===== config.mk =====
export PLATFORM = sky130hd
export DESIGN_NAME = eirl_top
export DESIGN_NICKNAME = d
export VERILOG_FILES = /design/src/core/eirl_top.v /design/src/core/eirl_flag_bank.v
export VERILOG_INCLUDE_DIRS = /design/src /design/src/core
export SDC_FILE = /design/constraint.sdc
export NUM_CORES = 1
export LEC_CHECK = 0
export BUFFER_PORTS_ARGS = -buffer_cell sky130_fd_sc_hd__buf_4
export CORE_MARGIN = 2
export CORE_UTILIZATION = 50
export CTS_CLUSTER_DIAMETER = 120
export DETAILED_ROUTE_END_ITERATION = 10
export PLACE_DENSITY = 0.72
export REMOVE_ABC_BUFFERS = 1
export SKIP_CTS_REPAIR_TIMING = 1
export SYNTH_ARGS = -nofsm -noshare
export SYNTH_HDL_FRONTEND = slang
export SYNTH_SLANG_ARGS = --single-unit

===== constraint.sdc =====
create_clock -name clk -period 7.2 [get_ports clk]
set_input_delay 1.44 -clock clk [delete_from_list [all_inputs] [get_ports clk]]
set_output_delay 1.44 -clock clk [all_outputs]
set_load 0.005 [all_outputs]

===== src/core/eirl_defs.vh =====
// register map, field positions and reset values of the event interrupt request logic
// assumes an 8-bit register port with 12-bit addresses
`ifndef EIRL_DEFS_VH
`define EIRL_DEFS_VH

`define EIRL_ADDR_W 12
`define EIRL_DATA_W 8

`define EIRL_CHIP_EN_0 12'h01f
`define EIRL_CHIP_EN_1 12'h020
`define EIRL_CHIP_EN_2 12'h021
`define EIRL_CHIP_EN_3 12'h022
`define EIRL_CHIP_FLAGS_0 12'h023
`define EIRL_CHIP_FLAGS_1 12'h024
`define EIRL_CHIP_FLAGS_2 12'h025
`define EIRL_CHIP_FLAGS_3 12'h026
`define EIRL_LANE_CLR_0 12'h46d
`define EIRL_LANE_CLR_1 12'h46e
`define EIRL_LANE_CLR_2 12'h46f
`define EIRL_LINK_CLR_0 12'h470
`define EIRL_LINK_CLR_1 12'h471
`define EIRL_LINK_CLR_2 12'h472
`define EIRL_LINK_CLR_3 12'h473
`define EIRL_LINK_EN_STAT 12'h47a
`define EIRL_LINK_SINGLE 12'h47b

`define EIRL_SINGLE_EN_BIT 3
`define EIRL_SINGLE_FLAG_BIT 4

`define EIRL_CHIP_EN_RST 32'h00000000
`define EIRL_LINK_EN_RST 8'h00
`define EIRL_SINGLE_EN_RST 1'b1

`define EIRL_CHIP_EVENTS 32
`define EIRL_GRP_EVENTS 56
`define EIRL_GROUPS 7

`endif


===== src/core/eirl_top.v =====
// event interrupt request logic: per-chip, per-link/lane and single per-link register blocks
// assumes a synchronous register port and an external pull-up on the shared interrupt line
`timescale 1ns/1ns
`include "eirl_defs.vh"
module eirl_top (
  input wire clk,                            // 20 MHz device digital clock
  input wire reset,                          // async reset, active high
  input wire [`EIRL_ADDR_W-1:0] reg_addr,    // register address
  input wire [`EIRL_DATA_W-1:0] reg_wdata,   // register write data
  input wire reg_wr,                         // write strobe, one cycle
  input wire reg_rd,                         // read strobe, one cycle
  output wire [`EIRL_DATA_W-1:0] reg_rdata,  // read data, valid cycle after reg_rd
  input wire [`EIRL_CHIP_EVENTS-1:0] chip_event, // per-chip events, bit 8*k+b at 0x023+k bit b
  input wire [`EIRL_GRP_EVENTS-1:0] link_event,  // link/lane events, bit 8*g+b at 0x46d+g bit b
  input wire single_event,                   // per-link event at link_single_event_ctrl bit 4
  input wire irq_n_in,                       // level of the shared interrupt line
  output wire irq_n_out,                     // interrupt pin output value, always low
  output wire irq_n_oe                       // high while pulling the line low
);
  reg [31:0] chip_en_ff;
  reg [7:0] link_en_ff;
  reg single_en_ff;
  reg [`EIRL_DATA_W-1:0] rdata_ff;
  reg [`EIRL_DATA_W-1:0] nxt_rdata;
  reg irq_oe_ff;
  reg irq_out_ff;

  wire [31:0] chip_flag;
  wire [31:0] chip_level;
  wire [31:0] chip_clr;
  wire [`EIRL_GRP_EVENTS-1:0] grp_flag;
  wire [`EIRL_GRP_EVENTS-1:0] grp_en;
  wire [`EIRL_GRP_EVENTS-1:0] grp_clr;
  wire [7:0] grp_stat;
  wire single_flag;
  wire single_clr;
  wire any_flag;

  // one write port; clears exist only in the write cycle
  genvar k;
  generate
    for (k = 0; k < 4; k = k + 1) begin : g_chip
      assign chip_clr[8*k +: 8] =
        (reg_wr && reg_addr == `EIRL_CHIP_FLAGS_0 + k) ? reg_wdata : 8'h00;
    end
    for (k = 0; k < `EIRL_GROUPS; k = k + 1) begin : g_grp
      assign grp_clr[8*k +: 8] =
        (reg_wr && reg_addr == `EIRL_LANE_CLR_0 + k) ? reg_wdata : 8'h00;
      // one link enable bit gates a whole clear group
      assign grp_en[8*k +: 8] = {8{link_en_ff[k]}};
      assign grp_stat[k] = link_en_ff[k] & (|grp_flag[8*k +: 8]);
    end
  endgenerate
  assign grp_stat[7] = 1'b0;
  assign single_clr = reg_wr && reg_addr == `EIRL_LINK_SINGLE && reg_wdata[`EIRL_SINGLE_FLAG_BIT];

  // prbs fails on chip_event[11:8], blanking done on [21] and [29]
  eirl_flag_bank #(.N(32)) u_chip (
    .clk(clk),
    .reset(reset),
    .event_in(chip_event),
    .enable(chip_en_ff),
    .clear(chip_clr),
    .flag(chip_flag),
    .level(chip_level)
  );

  eirl_flag_bank #(.N(`EIRL_GRP_EVENTS)) u_grp (
    .clk(clk),
    .reset(reset),
    .event_in(link_event),
    .enable(grp_en),
    .clear(grp_clr),
    .flag(grp_flag),
    .level()
  );

  eirl_flag_bank #(.N(1)) u_single (
    .clk(clk),
    .reset(reset),
    .event_in(single_event),
    .enable(single_en_ff),
    .clear(single_clr),
    .flag(single_flag),
    .level()
  );

  assign any_flag = (|chip_flag) | (|grp_flag) | single_flag;

  always @(posedge clk or posedge reset) begin
    if (reset) begin
      chip_en_ff <= `EIRL_CHIP_EN_RST;
      link_en_ff <= `EIRL_LINK_EN_RST;
      single_en_ff <= `EIRL_SINGLE_EN_RST;
    end else if (reg_wr) begin
      case (reg_addr)
        `EIRL_CHIP_EN_0: chip_en_ff[7:0] <= reg_wdata;
        `EIRL_CHIP_EN_1: chip_en_ff[15:8] <= reg_wdata;
        `EIRL_CHIP_EN_2: chip_en_ff[23:16] <= reg_wdata;
        `EIRL_CHIP_EN_3: chip_en_ff[31:24] <= reg_wdata;
        `EIRL_LINK_EN_STAT: link_en_ff <= reg_wdata;
        `EIRL_LINK_SINGLE: single_en_ff <= reg_wdata[`EIRL_SINGLE_EN_BIT];
        default: single_en_ff <= single_en_ff;
      endcase
    end
  end

  // chip status shows live level when disabled so the host can poll the source
  always @* begin
    nxt_rdata = rdata_ff;
    if (reg_rd) begin
      case (reg_addr)
        `EIRL_CHIP_EN_0: nxt_rdata = chip_en_ff[7:0];
        `EIRL_CHIP_EN_1: nxt_rdata = chip_en_ff[15:8];
        `EIRL_CHIP_EN_2: nxt_rdata = chip_en_ff[23:16];
        `EIRL_CHIP_EN_3: nxt_rdata = chip_en_ff[31:24];
        `EIRL_CHIP_FLAGS_0: nxt_rdata = (chip_en_ff[7:0] & chip_flag[7:0]) |
                                        (~chip_en_ff[7:0] & chip_level[7:0]);
        `EIRL_CHIP_FLAGS_1: nxt_rdata = (chip_en_ff[15:8] & chip_flag[15:8]) |
                                        (~chip_en_ff[15:8] & chip_level[15:8]);
        `EIRL_CHIP_FLAGS_2: nxt_rdata = (chip_en_ff[23:16] & chip_flag[23:16]) |
                                        (~chip_en_ff[23:16] & chip_level[23:16]);
        `EIRL_CHIP_FLAGS_3: nxt_rdata = (chip_en_ff[31:24] & chip_flag[31:24]) |
                                        (~chip_en_ff[31:24] & chip_level[31:24]);
        `EIRL_LINK_EN_STAT: nxt_rdata = grp_stat;
        `EIRL_LINK_SINGLE: nxt_rdata = {3'b000, single_en_ff & single_flag, single_en_ff, 3'b000};
        default: nxt_rdata = 8'h00;
      endcase
    end
  end

  always @(posedge clk or posedge reset) begin
    if (reset) begin
      rdata_ff <= 8'h00;
      irq_oe_ff <= 1'b0;
      irq_out_ff <= 1'b0;
    end else begin
      rdata_ff <= nxt_rdata;
      irq_oe_ff <= any_flag;
      irq_out_ff <= 1'b0; // only ever pulls low
    end
  end

  assign reg_rdata = rdata_ff;
  assign irq_n_out = irq_out_ff;
  assign irq_n_oe = irq_oe_ff;
endmodule // eirl_top


===== src/core/eirl_flag_bank.v =====
// bank of latched event flags with rising-edge detection
// assumes events, enables and clears are synchronous to clk
`timescale 1ns/1ns
module eirl_flag_bank #(
  parameter N = 8
) (
  input wire clk,              // device digital clock
  input wire reset,            // async reset, active high
  input wire [N-1:0] event_in, // live event levels
  input wire [N-1:0] enable,   // per-event interrupt enable
  input wire [N-1:0] clear,    // one-cycle flag-clear pulses
  output wire [N-1:0] flag,    // latched flags
  output wire [N-1:0] level    // registered live event level
);
  reg [N-1:0] ev_ff;
  reg [N-1:0] flag_ff;
  wire [N-1:0] nxt_flag;
  wire [N-1:0] rise;

  assign rise = event_in & ~ev_ff;
  assign flag = flag_ff;
  assign level = ev_ff;

  genvar i;
  generate
    for (i = 0; i < N; i = i + 1) begin : g_cell
      // one driver per bit; a disable beats everything, a rising edge beats a clear
      assign nxt_flag[i] = !enable[i] ? 1'b0 :
                           rise[i] ? 1'b1 :
                           clear[i] ? 1'b0 :
                           flag_ff[i];
    end
  endgenerate

  always @(posedge clk or posedge reset) begin
    if (reset) begin
      ev_ff <= {N{1'b0}};
      flag_ff <= {N{1'b0}}; // device reset clears flags
    end else begin
      ev_ff <= event_in;
      flag_ff <= nxt_flag;
    end
  end
endmodule // eirl_flag_bank


==> results of run 1 <==
==> cells in the mapped netlist (2+ instances only) <==
library cell | count | share of area
nor3_1 | 3 | 0.0015
o32a_1 | 3 | 0.0031
nor2b_1 | 118 | 0.076
nand2_1 | 19 | 0.0073
buf_1 | 9 | 0.0035
mux2i_1 | 24 | 0.025
or4_1 | 2 | 0.0015
nor2_8 | 3 | 0.0062
nand4_1 | 9 | 0.0058
and2_1 | 2 | 0.0013
a31oi_1 | 7 | 0.0045
nor2_1 | 30 | 0.012
mux2_2 | 44 | 0.051
nand3_1 | 12 | 0.0062
o22ai_1 | 7 | 0.0045
nand2b_1 | 2 | 0.0013
nor4_1 | 25 | 0.016
and3_1 | 5 | 0.0032
o31a_1 | 2 | 0.0018
a21oi_1 | 37 | 0.019
nand3b_1 | 2 | 0.0015
o31ai_1 | 2 | 0.0015
buf_2 | 5 | 0.0026
dfrtp_1 | 226 | 0.58
mux4_2 | 2 | 0.0046
nand4b_1 | 3 | 0.0027
a21boi_0 | 65 | 0.050
a211oi_1 | 3 | 0.0023
inv_1 | 3 | 0.0012
o21ai_0 | 32 | 0.016
clkbuf_1 | 17 | 0.0066
o21a_1 | 64 | 0.049
==> registers in the layout (all words and copies together), names as in the netlist <==
name	count
u_grp.flag	56
u_grp.level	56
chip_en_ff	32
u_chip.flag	32
u_chip.level	32
reg_rdata	8
link_en_ff	7
irq_n_oe	1
single_en_ff	1
u_single.flag	1
u_single.level	1
==> final cells by class <==
| cell class | instances | area, µm² | share of cell area |
|---|---|---|---|
| clock buffers | 38 | 744 | 0.0635 |
| clock inverters | 8 | 111 | 0.00950 |
| inverters | 3 | 18.8 | 0.00160 |
| multi-input cells | 553 | 3910 | 0.333 |
| flip-flops and latches | 227 | 5680 | 0.485 |
| well taps | 265 | 332 | 0.0283 |
| repair buffers | 123 | 923 | 0.0788 |
==> worst max-delay path, delay by kind of cell <==
family | cells | cell delay [ns]
AO/OA/AOI/OAI | 1 | 0.15
AND/OR/NAND/NOR | 4 | 2.00
buffers and inverters | 1 | 0.11
==> per-stage QoR <==
step,setup TNS [ns],area [µm²],util
6_report,0,11700,0.608
5_1_grt,0,11700,0.608
4_1_cts,0,11700,0.608
3_5_place_dp,0,10900,0.564
3_3_place_gp,0,10900,0.564
2_1_floorplan,-103.48,9600,-
==> cell families after synthesis <==
| kind of cell | after synthesis |
|---|---|
| AOI/OAI and AO/OA | 232 |
| buffers and inverters | 35 |
| DFF | 227 |
| muxes | 71 |
| other | 1 |
| and+or+nand+nor | 249 |
==> layer usage <==
metal | GRT usage | up-vias | share of wire
met5 | 0 | - | 0
met4 | 0.0681 | 0 | 0.028
met3 | 0.0417 | 45 | 0.055
met2 | 0.394 | 196 | 0.48
met1 | 0.331 | 3400 | 0.44
li1 | - | 3167 | -
==> power by group <==
group / internal (W) / switching (W) / total [W]
Sequential: 0.00131 / 0.0000138 / 0.00132
Clock: 0.000790 / 0.000520 / 0.00131
Combinational: 0.0000763 / 0.0000982 / 0.000174
==> worst max-delay path by stage <==
stage                                       end  slack, ns  cells after the start
floorplan             chip_en_ff[0]$_DFFE_PP0P_      -0.46                      1
global placement     u_grp.flag[54]$_DFFE_PP0P_       3.39                      6
detailed placement  u_chip.flag[14]$_DFFE_PP0P_       3.36                      6
CTS                 u_chip.flag[22]$_DFFE_PP0P_       3.91                      6
global route         u_grp.flag[47]$_DFFE_PP0P_       3.66                      6
finish              u_chip.flag[22]$_DFFE_PP0P_       3.85                      6
==> flow_summary.html, run 1 <==
<table>
<tr><th>Metric</th><th>Value</th></tr>
<tr><th colspan="2">Drt</th></tr>
<tr><td>Violation count after the first detailed-routing iteration</td><td>roughly 440</td></tr>
<tr><td>Per-cell via count in the routed design</td><td>5.59</td></tr>
<tr><td>Via count of the routed design</td><td>roughly 7000</td></tr>
<tr><td>Number of antenna-violating nets in the routed design</td><td>0</td></tr>
<tr><td>Final wirelength</td><td>about 24 mm</td></tr>
<tr><td>Number of optimization iterations in the first detailed-route pass</td><td>4</td></tr>
<tr><td>DRC viols</td><td>0</td></tr>
<tr><td>Routed length per placed instance</td><td>19.4 µm</td></tr>
<tr><th colspan="2">Worst hold path</th></tr>
<tr><td>Worst hold path class</td><td>flop to flop</td></tr>
<tr><td>Launch point of the worst hold path</td><td>chip_en_ff[1]$_DFFE_PP0P_</td></tr>
<tr><td>Cell count of the worst hold path</td><td>1</td></tr>
<tr><td>Terminating pin of the worst hold path</td><td>u_chip.flag[1]$_DFFE_PP0P_</td></tr>
<tr><th colspan="2">Power</th></tr>
<tr><td>Pwr/cell area</td><td>~240 nW/µm²</td></tr>
<tr><td>Worst IR Drop VDD</td><td>0.176 mV</td></tr>
<tr><td>Sum of internal, switching and leakage power</td><td>0.00280 W</td></tr>
<tr><td>Leakage power total</td><td>5.32 nW</td></tr>
<tr><th colspan="2">Logic synthesis</th></tr>
<tr><td>Mean cell area of the mapped netlist</td><td>11.9 µm²</td></tr>
<tr><td>Synthesized instance count</td><td>815</td></tr>
<tr><td>Sequential area share after synthesis</td><td>0.584</td></tr>
<tr><td>Multiplexer fraction of the synthesized cell area</td><td>0.0814</td></tr>
<tr><td>Largest family of logic cells by synthesized area</td><td>compound AO/OA/AOI/OAI gates</td></tr>
<tr><td>Post-synthesis share of cell area spent on full adders, half adders and majority gates</td><td>0</td></tr>
<tr><td>Number of synthesized register bits</td><td>227</td></tr>
<tr><td>Number of enable flip-flop cells after synthesis</td><td>0</td></tr>
<tr><td>Most used flip-flop cell after synthesis</td><td>dfrtp_1</td></tr>
<tr><td>Yosys warns</td><td>0</td></tr>
<tr><td>Post-Synthesis Cell Area</td><td>9730 µm²</td></tr>
<tr><td>Area share of xor/xnor cells in the synthesized design</td><td>0</td></tr>
<tr><td>Simple-gate share of the synthesized area</td><td>0.158</td></tr>
<tr><td>Number of distinct library cells after synthesis</td><td>60</td></tr>
<tr><td>Proportion of register bits with asynchronous set or reset after synthesis</td><td>1.00</td></tr>
<tr><td>Synthesized-area fraction occupied by ao, oa, aoi and oai cells</td><td>0.162</td></tr>
<tr><th colspan="2">STA</th></tr>
<tr><td>Tightest Pin Transition</td><td>roughly 1 ns</td></tr>
<tr><td>Worst-case headroom to the max-slew limit</td><td>0.341</td></tr>
<tr><td>Fmax</td><td>approximately 0.30 GHz</td></tr>
<tr><td>Final Worst Setup Slack</td><td>3.85 ns</td></tr>
<tr><td>Minimum hold slack</td><td>0.534 ns</td></tr>
<tr><td>Fin. Hold Viols</td><td>0</td></tr>
<tr><td>Unrepaired setup endpoints after global routing</td><td>no</td></tr>
<tr><td>Shortest clock period the worst path allows after layout</td><td>3.35 ns</td></tr>
<tr><td>Final period util</td><td>0.466</td></tr>
<tr><td>Max-slew violation count</td><td>0</td></tr>
<tr><td>Fin Clk Skew</td><td>0.0116 ns</td></tr>
<tr><td>Final Setup Violations</td><td>0</td></tr>
<tr><th colspan="2">Place</th></tr>
<tr><td>Number of I/O port buffers</td><td>roughly 120</td></tr>
<tr><td>Gpl congestion</td><td>0.869</td></tr>
<tr><td>Number of cells in the design after placement</td><td>around 1200</td></tr>
<tr><td>Worst setup slack after placement</td><td>3.36 ns</td></tr>
<tr><td>Detailed placement HPWL</td><td>16.3 mm</td></tr>
<tr><th colspan="2">Clock network</th></tr>
<tr><td>Buffer type at the clock tree root</td><td>clkbuf_16</td></tr>
<tr><td>Clock transition at path regs</td><td>0.06 ns</td></tr>
<tr><td>Sinks on Clock Net</td><td>227</td></tr>
<tr><td>Number of buffers created by CTS</td><td>25</td></tr>
<tr><td>Clock tree from TritonCTS</td><td>done</td></tr>
<tr><td>Number of H-tree branching levels</td><td>1</td></tr>
<tr><td>Maximum buffer depth of the clock tree</td><td>3</td></tr>
<tr><td>Worst skew pair latency</td><td>0.54 ns</td></tr>
<tr><th colspan="2">Critical path</th></tr>
<tr><td>Maximum fanout along the worst path</td><td>10</td></tr>
<tr><td>Master of the slowest instance on the critical path</td><td>nor2_1</td></tr>
<tr><td>Critical path capture point type</td><td>flop</td></tr>
<tr><td>Worst setup slack for register-to-register paths</td><td>5.25 ns</td></tr>
<tr><td>Critical register-to-register path endpoint</td><td>reg_rdata[4]$_DFFE_PP0P_</td></tr>
<tr><td>Data arrival time of the critical path</td><td>3.72 ns</td></tr>
<tr><td>CP Class</td><td>input pin to flop</td></tr>
<tr><td>Worst R2R Start</td><td>chip_en_ff[4]$_DFFE_PP0P_</td></tr>
<tr><td>Startpoint Class</td><td>input pin</td></tr>
<tr><td>R2r worst-path depth</td><td>5</td></tr>
<tr><td>Setup crit start</td><td>reg_addr[9]</td></tr>
<tr><td>Critical-path cell list</td><td>buf_4, or4_4, nor3_4, nand4_1, nor2_1, a21oi_1</td></tr>
<tr><td>Critical path data required time</td><td>7.57 ns</td></tr>
<tr><td>Peak per-stage delay on the critical path</td><td>0.69 ns</td></tr>
<tr><th colspan="2">Final layout</th></tr>
<tr><td>Number of nets in the finished design</td><td>1047</td></tr>
<tr><td>Area added between synthesis and finish</td><td>20.4%</td></tr>
<tr><td>Layout cell share with drive strength beyond 1</td><td>0.235</td></tr>
<tr><td>Commonest non-fill, non-tap cell in the layout</td><td>dfrtp_1</td></tr>
<tr><td>Most frequent cells in the layout</td><td>226 x dfrtp_1, 123 x buf_4, 118 x nor2b_1</td></tr>
<tr><td>Fill count</td><td>1638</td></tr>
<tr><td>Diodes inserted</td><td>0</td></tr>
<tr><td>Final Instance Count excl. Fillers</td><td>1217</td></tr>
<tr><th colspan="2">Global routing</th></tr>
<tr><td>Grt total ovfl</td><td>0</td></tr>
<tr><td>Number of antenna violations at the first check in global routing</td><td>0</td></tr>
<tr><td>Maximum number of pins on one net before global-route repair</td><td>85</td></tr>
<tr><td>Number of global-route vias before repair</td><td>between 7000 and 8000</td></tr>
<tr><td>Wire length of the first global-routing pass</td><td>38.1 mm</td></tr>
<tr><td>GRT Util Overall</td><td>0.240</td></tr>
<tr><th colspan="2">Die</th></tr>
<tr><td>Row cnt</td><td>51</td></tr>
<tr><td>Vertical extent of the die</td><td>around 140 µm</td></tr>
<tr><td>Die span in x</td><td>143 µm</td></tr>
<tr><td>Starting utilization of the core area</td><td>0.505</td></tr>
<tr><td>Core Area</td><td>19300 µm²</td></tr>
<tr><td>Ports placed on the boundary</td><td>around 120</td></tr>
<tr><td>Die Footprint</td><td>20600 µm²</td></tr>
<tr><th colspan="2">Run status</th></tr>
<tr><td>Outcome</td><td>complete, no violations</td></tr>
<tr><th colspan="2">Run</th></tr>
<tr><td>Max-cap violations</td><td>0</td></tr>
</table>
Note: power is estimated with default switching activity, not from simulation.
==> run 2, diff against run 1 <==
--- a/config.mk
+++ b/config.mk
@@ -6,12 +6,13 @@
 export SDC_FILE = /design/constraint.sdc
 export NUM_CORES = 1
 export LEC_CHECK = 0
+export ABC_AREA = 1
 export BUFFER_PORTS_ARGS = -buffer_cell sky130_fd_sc_hd__buf_4
 export CORE_MARGIN = 2
 export CORE_UTILIZATION = 50
 export CTS_CLUSTER_DIAMETER = 120
 export DETAILED_ROUTE_END_ITERATION = 10
-export PLACE_DENSITY = 0.72
+export PLACE_DENSITY = 0.7
 export REMOVE_ABC_BUFFERS = 1
 export SKIP_CTS_REPAIR_TIMING = 1
 export SYNTH_ARGS = -nofsm -noshare
==> constraint.sdc (replaced) <==
create_clock -name clk -period 3.39 [get_ports clk]
set_input_delay 0.678 -clock clk [delete_from_list [all_inputs] [get_ports clk]]
set_output_delay 0.678 -clock clk [all_outputs]
set_load 0.005 [all_outputs]
==> run 2 against run 1 <==
Sequential share of layout area increased by 1.4 points. Clock-buffer cell count down 1. Cell count increased by 20%. Setup slack lost 2.5 ns. Worst hold slack got worse by 0.26 ns. Global-route usage increased by 1.1 points. Die area is 1.7% lower. Register-to-register slack got worse by 3.5 ns. Sequential cell count unchanged. Utilization about the same. Sequential power increased by 110%. Area after synthesis is 1.8% lower. Highest routed layer unchanged.
==> flow_summary.html, run 2 <==
<table>
<tr><th>Metric</th><th>Value</th></tr>
<tr><th colspan="2">Die</th></tr>
<tr><td>Row cnt</td><td>50 (was 51)</td></tr>
<tr><td>Core Area</td><td>18700 µm² (was 19300 µm²)</td></tr>
<tr><td>Vertical extent of the die</td><td>142 µm (was 143 µm)</td></tr>
<tr><td>Die span in x</td><td>142 µm (was 143 µm)</td></tr>
<tr><td>Ports placed on the boundary</td><td>124 (unchanged)</td></tr>
<tr><td>Die Footprint</td><td>20200 µm² (was 20600 µm²)</td></tr>
<tr><td>Starting utilization of the core area</td><td>0.511 (was 0.505)</td></tr>
<tr><th colspan="2">Critical path</th></tr>
<tr><td>Worst R2R Start</td><td>u_chip.flag[8]$_DFFE_PP0P_ (was chip_en_ff[4]$_DFFE_PP0P_)</td></tr>
<tr><td>Worst path buffer plus inverter count</td><td>1 (unchanged)</td></tr>
<tr><td>Startpoint Class</td><td>input pin (unchanged)</td></tr>
<tr><td>Critical-path cell list</td><td>buf_4, nor2_2, nand2_4, nor2_8, nand3_1, nor2_1, o21ai_0 (was buf_4, or4_4, nor3_4, nand4_1, nor2_1, a21oi_1)</td></tr>
<tr><td>Critical path data required time</td><td>3.77 ns (was 7.57 ns)</td></tr>
<tr><td>Peak per-stage delay on the critical path</td><td>0.52 ns (was 0.69 ns)</td></tr>
<tr><td>Setup crit start</td><td>reg_addr[6] (was reg_addr[9])</td></tr>
<tr><td>Dominant delay contributor by cell family on the critical path</td><td>simple AND/OR/NAND/NOR gates (unchanged)</td></tr>
<tr><td>Critical path capture point type</td><td>flop (unchanged)</td></tr>
<tr><td>CP Class</td><td>input pin to flop (unchanged)</td></tr>
<tr><td>Data arrival time of the critical path</td><td>2.44 ns (was 3.72 ns)</td></tr>
<tr><td>Maximum fanout along the worst path</td><td>48 (was 10)</td></tr>
<tr><td>Master of the slowest instance on the critical path</td><td>nor2_8 (was nor2_1)</td></tr>
<tr><th colspan="2">Clock network</th></tr>
<tr><td>Buffer type at the clock tree root</td><td>clkbuf_16 (unchanged)</td></tr>
<tr><td>Worst skew pair latency</td><td>0.52 ns (was 0.54 ns)</td></tr>
<tr><td>Sinks on Clock Net</td><td>227 (unchanged)</td></tr>
<tr><td>Number of buffers created by CTS</td><td>23 (was 25)</td></tr>
<tr><td>Clock tree from TritonCTS</td><td>done (unchanged)</td></tr>
<tr><td>Clock transition at path regs</td><td>0.06 ns (about the same)</td></tr>
<tr><td>Maximum buffer depth of the clock tree</td><td>3 (unchanged)</td></tr>
<tr><td>Number of H-tree branching levels</td><td>1 (unchanged)</td></tr>
<tr><th colspan="2">Final layout</th></tr>
<tr><td>Layout cell share with drive strength beyond 1</td><td>0.149 (was 0.235)</td></tr>
<tr><td>Diodes inserted</td><td>0 (unchanged)</td></tr>
<tr><td>End-of-flow core utilization</td><td>0.608 (about the same)</td></tr>
<tr><td>Area added between synthesis and finish</td><td>19.1% (was 20.4%)</td></tr>
<tr><td>Commonest non-fill, non-tap cell in the layout</td><td>dfrtp_1 (unchanged)</td></tr>
<tr><td>Number of nets in the finished design</td><td>1329 (was 1047)</td></tr>
<tr><td>Most frequent cells in the layout</td><td>226 x dfrtp_1, 207 x nand2_1, 129 x o21ai_0 (was 226 x dfrtp_1, 123 x buf_4, 118 x nor2b_1)</td></tr>
<tr><td>Fill count</td><td>1656 (was 1638)</td></tr>
<tr><th colspan="2">Run status</th></tr>
<tr><td>Outcome</td><td>complete, no violations (unchanged)</td></tr>
<tr><th colspan="2">Logic synthesis</th></tr>
<tr><td>Fraction of post-synthesis cell area in the top cell type by area</td><td>0.592 (was 0.581)</td></tr>
<tr><td>Number of distinct library cells after synthesis</td><td>31 (was 60)</td></tr>
<tr><td>Number of enable flip-flop cells after synthesis</td><td>0 (unchanged)</td></tr>
<tr><td>Synthesized instance count</td><td>1086 (was 815)</td></tr>
<tr><td>Most used flip-flop cell after synthesis</td><td>dfrtp_1 (unchanged)</td></tr>
<tr><td>Mean cell area of the mapped netlist</td><td>8.80 µm² (was 11.9 µm²)</td></tr>
<tr><td>Yosys warns</td><td>0 (unchanged)</td></tr>
<tr><td>Cell taking the most area after synthesis</td><td>dfrtp_1 (unchanged)</td></tr>
<tr><td>Synth cell count leaders</td><td>226 x dfrtp_1, 207 x nand2_1, 129 x o21ai_0 (was 226 x dfrtp_1, 118 x nor2b_1, 65 x a21boi_0)</td></tr>
<tr><td>Area contributors post-synth</td><td>dfrtp_1 59%, nand2_1 8.1%, o21ai_0 6.8% (was dfrtp_1 58%, nor2b_1 7.6%, mux2_2 5.1%)</td></tr>
<tr><td>Sequential area share after synthesis</td><td>0.595 (was 0.584)</td></tr>
<tr><td>Most used standard cell by instance count after synthesis</td><td>dfrtp_1 (unchanged)</td></tr>
<tr><td>Proportion of register bits with asynchronous set or reset after synthesis</td><td>1.00 (unchanged)</td></tr>
<tr><td>Number of synthesized register bits</td><td>227 (unchanged)</td></tr>
<tr><td>Post-Synthesis Cell Area</td><td>9560 µm² (was 9730 µm²)</td></tr>
<tr><th colspan="2">Global routing</th></tr>
<tr><td>GRT Util Overall</td><td>0.251 (was 0.240)</td></tr>
<tr><td>Grt total ovfl</td><td>0 (unchanged)</td></tr>
<tr><td>Number of antenna violations at the first check in global routing</td><td>0 (unchanged)</td></tr>
<tr><td>Wire length of the first global-routing pass</td><td>39.6 mm (was 38.1 mm)</td></tr>
<tr><td>Number of global-route vias before repair</td><td>7616 (was 7007)</td></tr>
<tr><td>Maximum number of pins on one net before global-route repair</td><td>106 (was 85)</td></tr>
<tr><th colspan="2">STA</th></tr>
<tr><td>Fmax</td><td>0.486 GHz</td></tr>
<tr><td>Shortest clock period the worst path allows after layout</td><td>2.06 ns</td></tr>
<tr><td>Unrepaired setup endpoints after global routing</td><td>no (unchanged)</td></tr>
<tr><td>Fin Clk Skew</td><td>0.0110 ns (was 0.0116 ns)</td></tr>
<tr><td>Final period util</td><td>0.607</td></tr>
<tr><td>Max-slew violation count</td><td>0 (unchanged)</td></tr>
<tr><td>Fin. Hold Viols</td><td>0 (unchanged)</td></tr>
<tr><td>Tightest Pin Transition</td><td>0.754 ns (was 0.980 ns)</td></tr>
<tr><td>Setup TNS Final</td><td>0 ns (unchanged)</td></tr>
<tr><td>Worst-case headroom to the max-slew limit</td><td>0.497 (was 0.341)</td></tr>
<tr><td>Final Setup Violations</td><td>0 (unchanged)</td></tr>
<tr><th colspan="2">Drt</th></tr>
<tr><td>Routed length per placed instance</td><td>16.6 µm (was 19.4 µm)</td></tr>
<tr><td>Number of antenna-violating nets in the routed design</td><td>0 (unchanged)</td></tr>
<tr><td>Via count of the routed design</td><td>7805 (was 6808)</td></tr>
<tr><td>Violation count after the first detailed-routing iteration</td><td>604 (was 442)</td></tr>
<tr><td>Number of optimization iterations in the first detailed-route pass</td><td>5 (was 4)</td></tr>
<tr><td>Final wirelength</td><td>24.3 mm (was 23.6 mm)</td></tr>
<tr><td>DRC viols</td><td>0 (unchanged)</td></tr>
<tr><td>Per-cell via count in the routed design</td><td>5.33 (was 5.59)</td></tr>
<tr><th colspan="2">Power</th></tr>
<tr><td>P_int</td><td>0.00430 W (was 0.00217 W)</td></tr>
<tr><td>Switching part of the total power</td><td>0.225 (about the same)</td></tr>
<tr><td>Sequential group share of total power</td><td>0.505 (was 0.471)</td></tr>
<tr><td>Combinational share of power</td><td>0.061 (was 0.062)</td></tr>
<tr><td>Pwr/cell area</td><td>488 nW/µm² (was 239 nW/µm²)</td></tr>
<tr><td>Worst IR Drop VDD</td><td>0.320 mV (was 0.176 mV)</td></tr>
<tr><td>Reported net switching power</td><td>0.00125 W (was 0.000632 W)</td></tr>
<tr><td>Leakage power total</td><td>5.41 nW (was 5.32 nW)</td></tr>
<tr><td>Clock share of power</td><td>0.435 (was 0.467)</td></tr>
<tr><th colspan="2">Run</th></tr>
<tr><td>Max-cap violations</td><td>0 (unchanged)</td></tr>
<tr><th colspan="2">Worst hold path</th></tr>
<tr><td>Worst hold path class</td><td>input pin to flop (was flop to flop)</td></tr>
<tr><td>Launch point of the worst hold path</td><td>link_event[13] (was chip_en_ff[1]$_DFFE_PP0P_)</td></tr>
<tr><th colspan="2">Place</th></tr>
<tr><td>Gpl congestion</td><td>0.889 (was 0.869)</td></tr>
<tr><td>Detailed placement HPWL</td><td>17.1 mm (was 16.3 mm)</td></tr>
<tr><td>Number of I/O port buffers</td><td>121 (unchanged)</td></tr>
</table>
[run 2: changes by cell type after synthesis, sizes merged, moves of 18 or more]
| cell | before | now |
|---|---|---|
| a21boi | 65 | 0 |
| a21oi | 37 | 63 |
| inv | 3 | 133 |
| mux2 | 45 | 1 |
| mux2i | 24 | 0 |
| nand2 | 20 | 210 |
| nand3 | 14 | 120 |
| nor2 | 33 | 121 |
| nor2b | 118 | 0 |
| nor4 | 26 | 8 |
| o21a | 64 | 5 |
| o21ai | 32 | 152 |
[run 2: cell families (layout without fill, tap and decap cells)]
family	after synthesis	after routing	share of synthesized area
simple gates	474	474	0.217
flops	227	227	0.595
compound gates	220	220	0.117
buf+inv	163	306	0.0706
other cells	1	1	0.000392
mux	1	1	0.00118
[run 2: cell type report]
type / count / area, µm² / share of cell area
clock buffer: 37 / 698 / 0.0613
timing repair buffer: 126 / 958 / 0.0842
tap: 234 / 293 / 0.0257
sequential: 227 / 5680 / 0.499
clock inverter: 2 / 13.8 / 0.00121
multi-input combinational: 696 / 3200 / 0.281
inverter: 141 / 537 / 0.0472
[run 2: per-stage QoR]
stage	instance area [µm²]	instances	hold WS [ns]	power (W)	setup slack, ns
global route	11400	1463	0.261	0.00576	1.16
floorplan	9410	1064	0.439	0.00298	-3.51
finish	11400	1463	0.275	0.00555	1.33
CTS	11400	1463	0.263	0.00559	1.39
detailed placement	10700	1424	0.472	0.00319	0.863
global placement	10700	1424	0.468	0.00318	0.926
[run 2: final timing paths]
path / slack, ns / to / cells past startpoint
setup reg to reg: 1.78 / irq_n_oe$_DFF_PP0_ / 4
hold / removal: 0.27 / u_grp.level[13]$_DFF_PP0_ / 1
max in group asynchronous: 2.30 / u_grp.level[31]$_DFF_PP0_ / 3
min in group asynchronous: 0.29 / u_chip.flag[3]$_DFFE_PP0P_ / 2
setup / recovery: 1.33 / u_chip.flag[27]$_DFFE_PP0P_ / 7
hold reg to reg: 0.48 / reg_rdata[2]$_DFFE_PP0P_ / 2
[run 2: power by group through the flow]
| stage | combinational, W | sequential, W | clock, W |
|---|---|---|---|
| floorplan | 0.000138 | 0.00285 | 0 |
| global placement | 0.000335 | 0.00285 | 0 |
| detailed placement | 0.000339 | 0.00285 | 0 |
| CTS | 0.000341 | 0.00280 | 0.00245 |
| global route | 0.000378 | 0.00281 | 0.00258 |
| finish | 0.000336 | 0.00280 | 0.00241 |
[run 2: metal layers]
layer	GRT usage	share of wire	wire length, µm	up-vias
met3	0.0384	0.065	1580	50
li1	-	-	-	3788
met5	0	0	0	-
met1	0.373	0.45	11100	3702
met2	0.388	0.46	11100	265
met4	0.0647	0.024	578	0
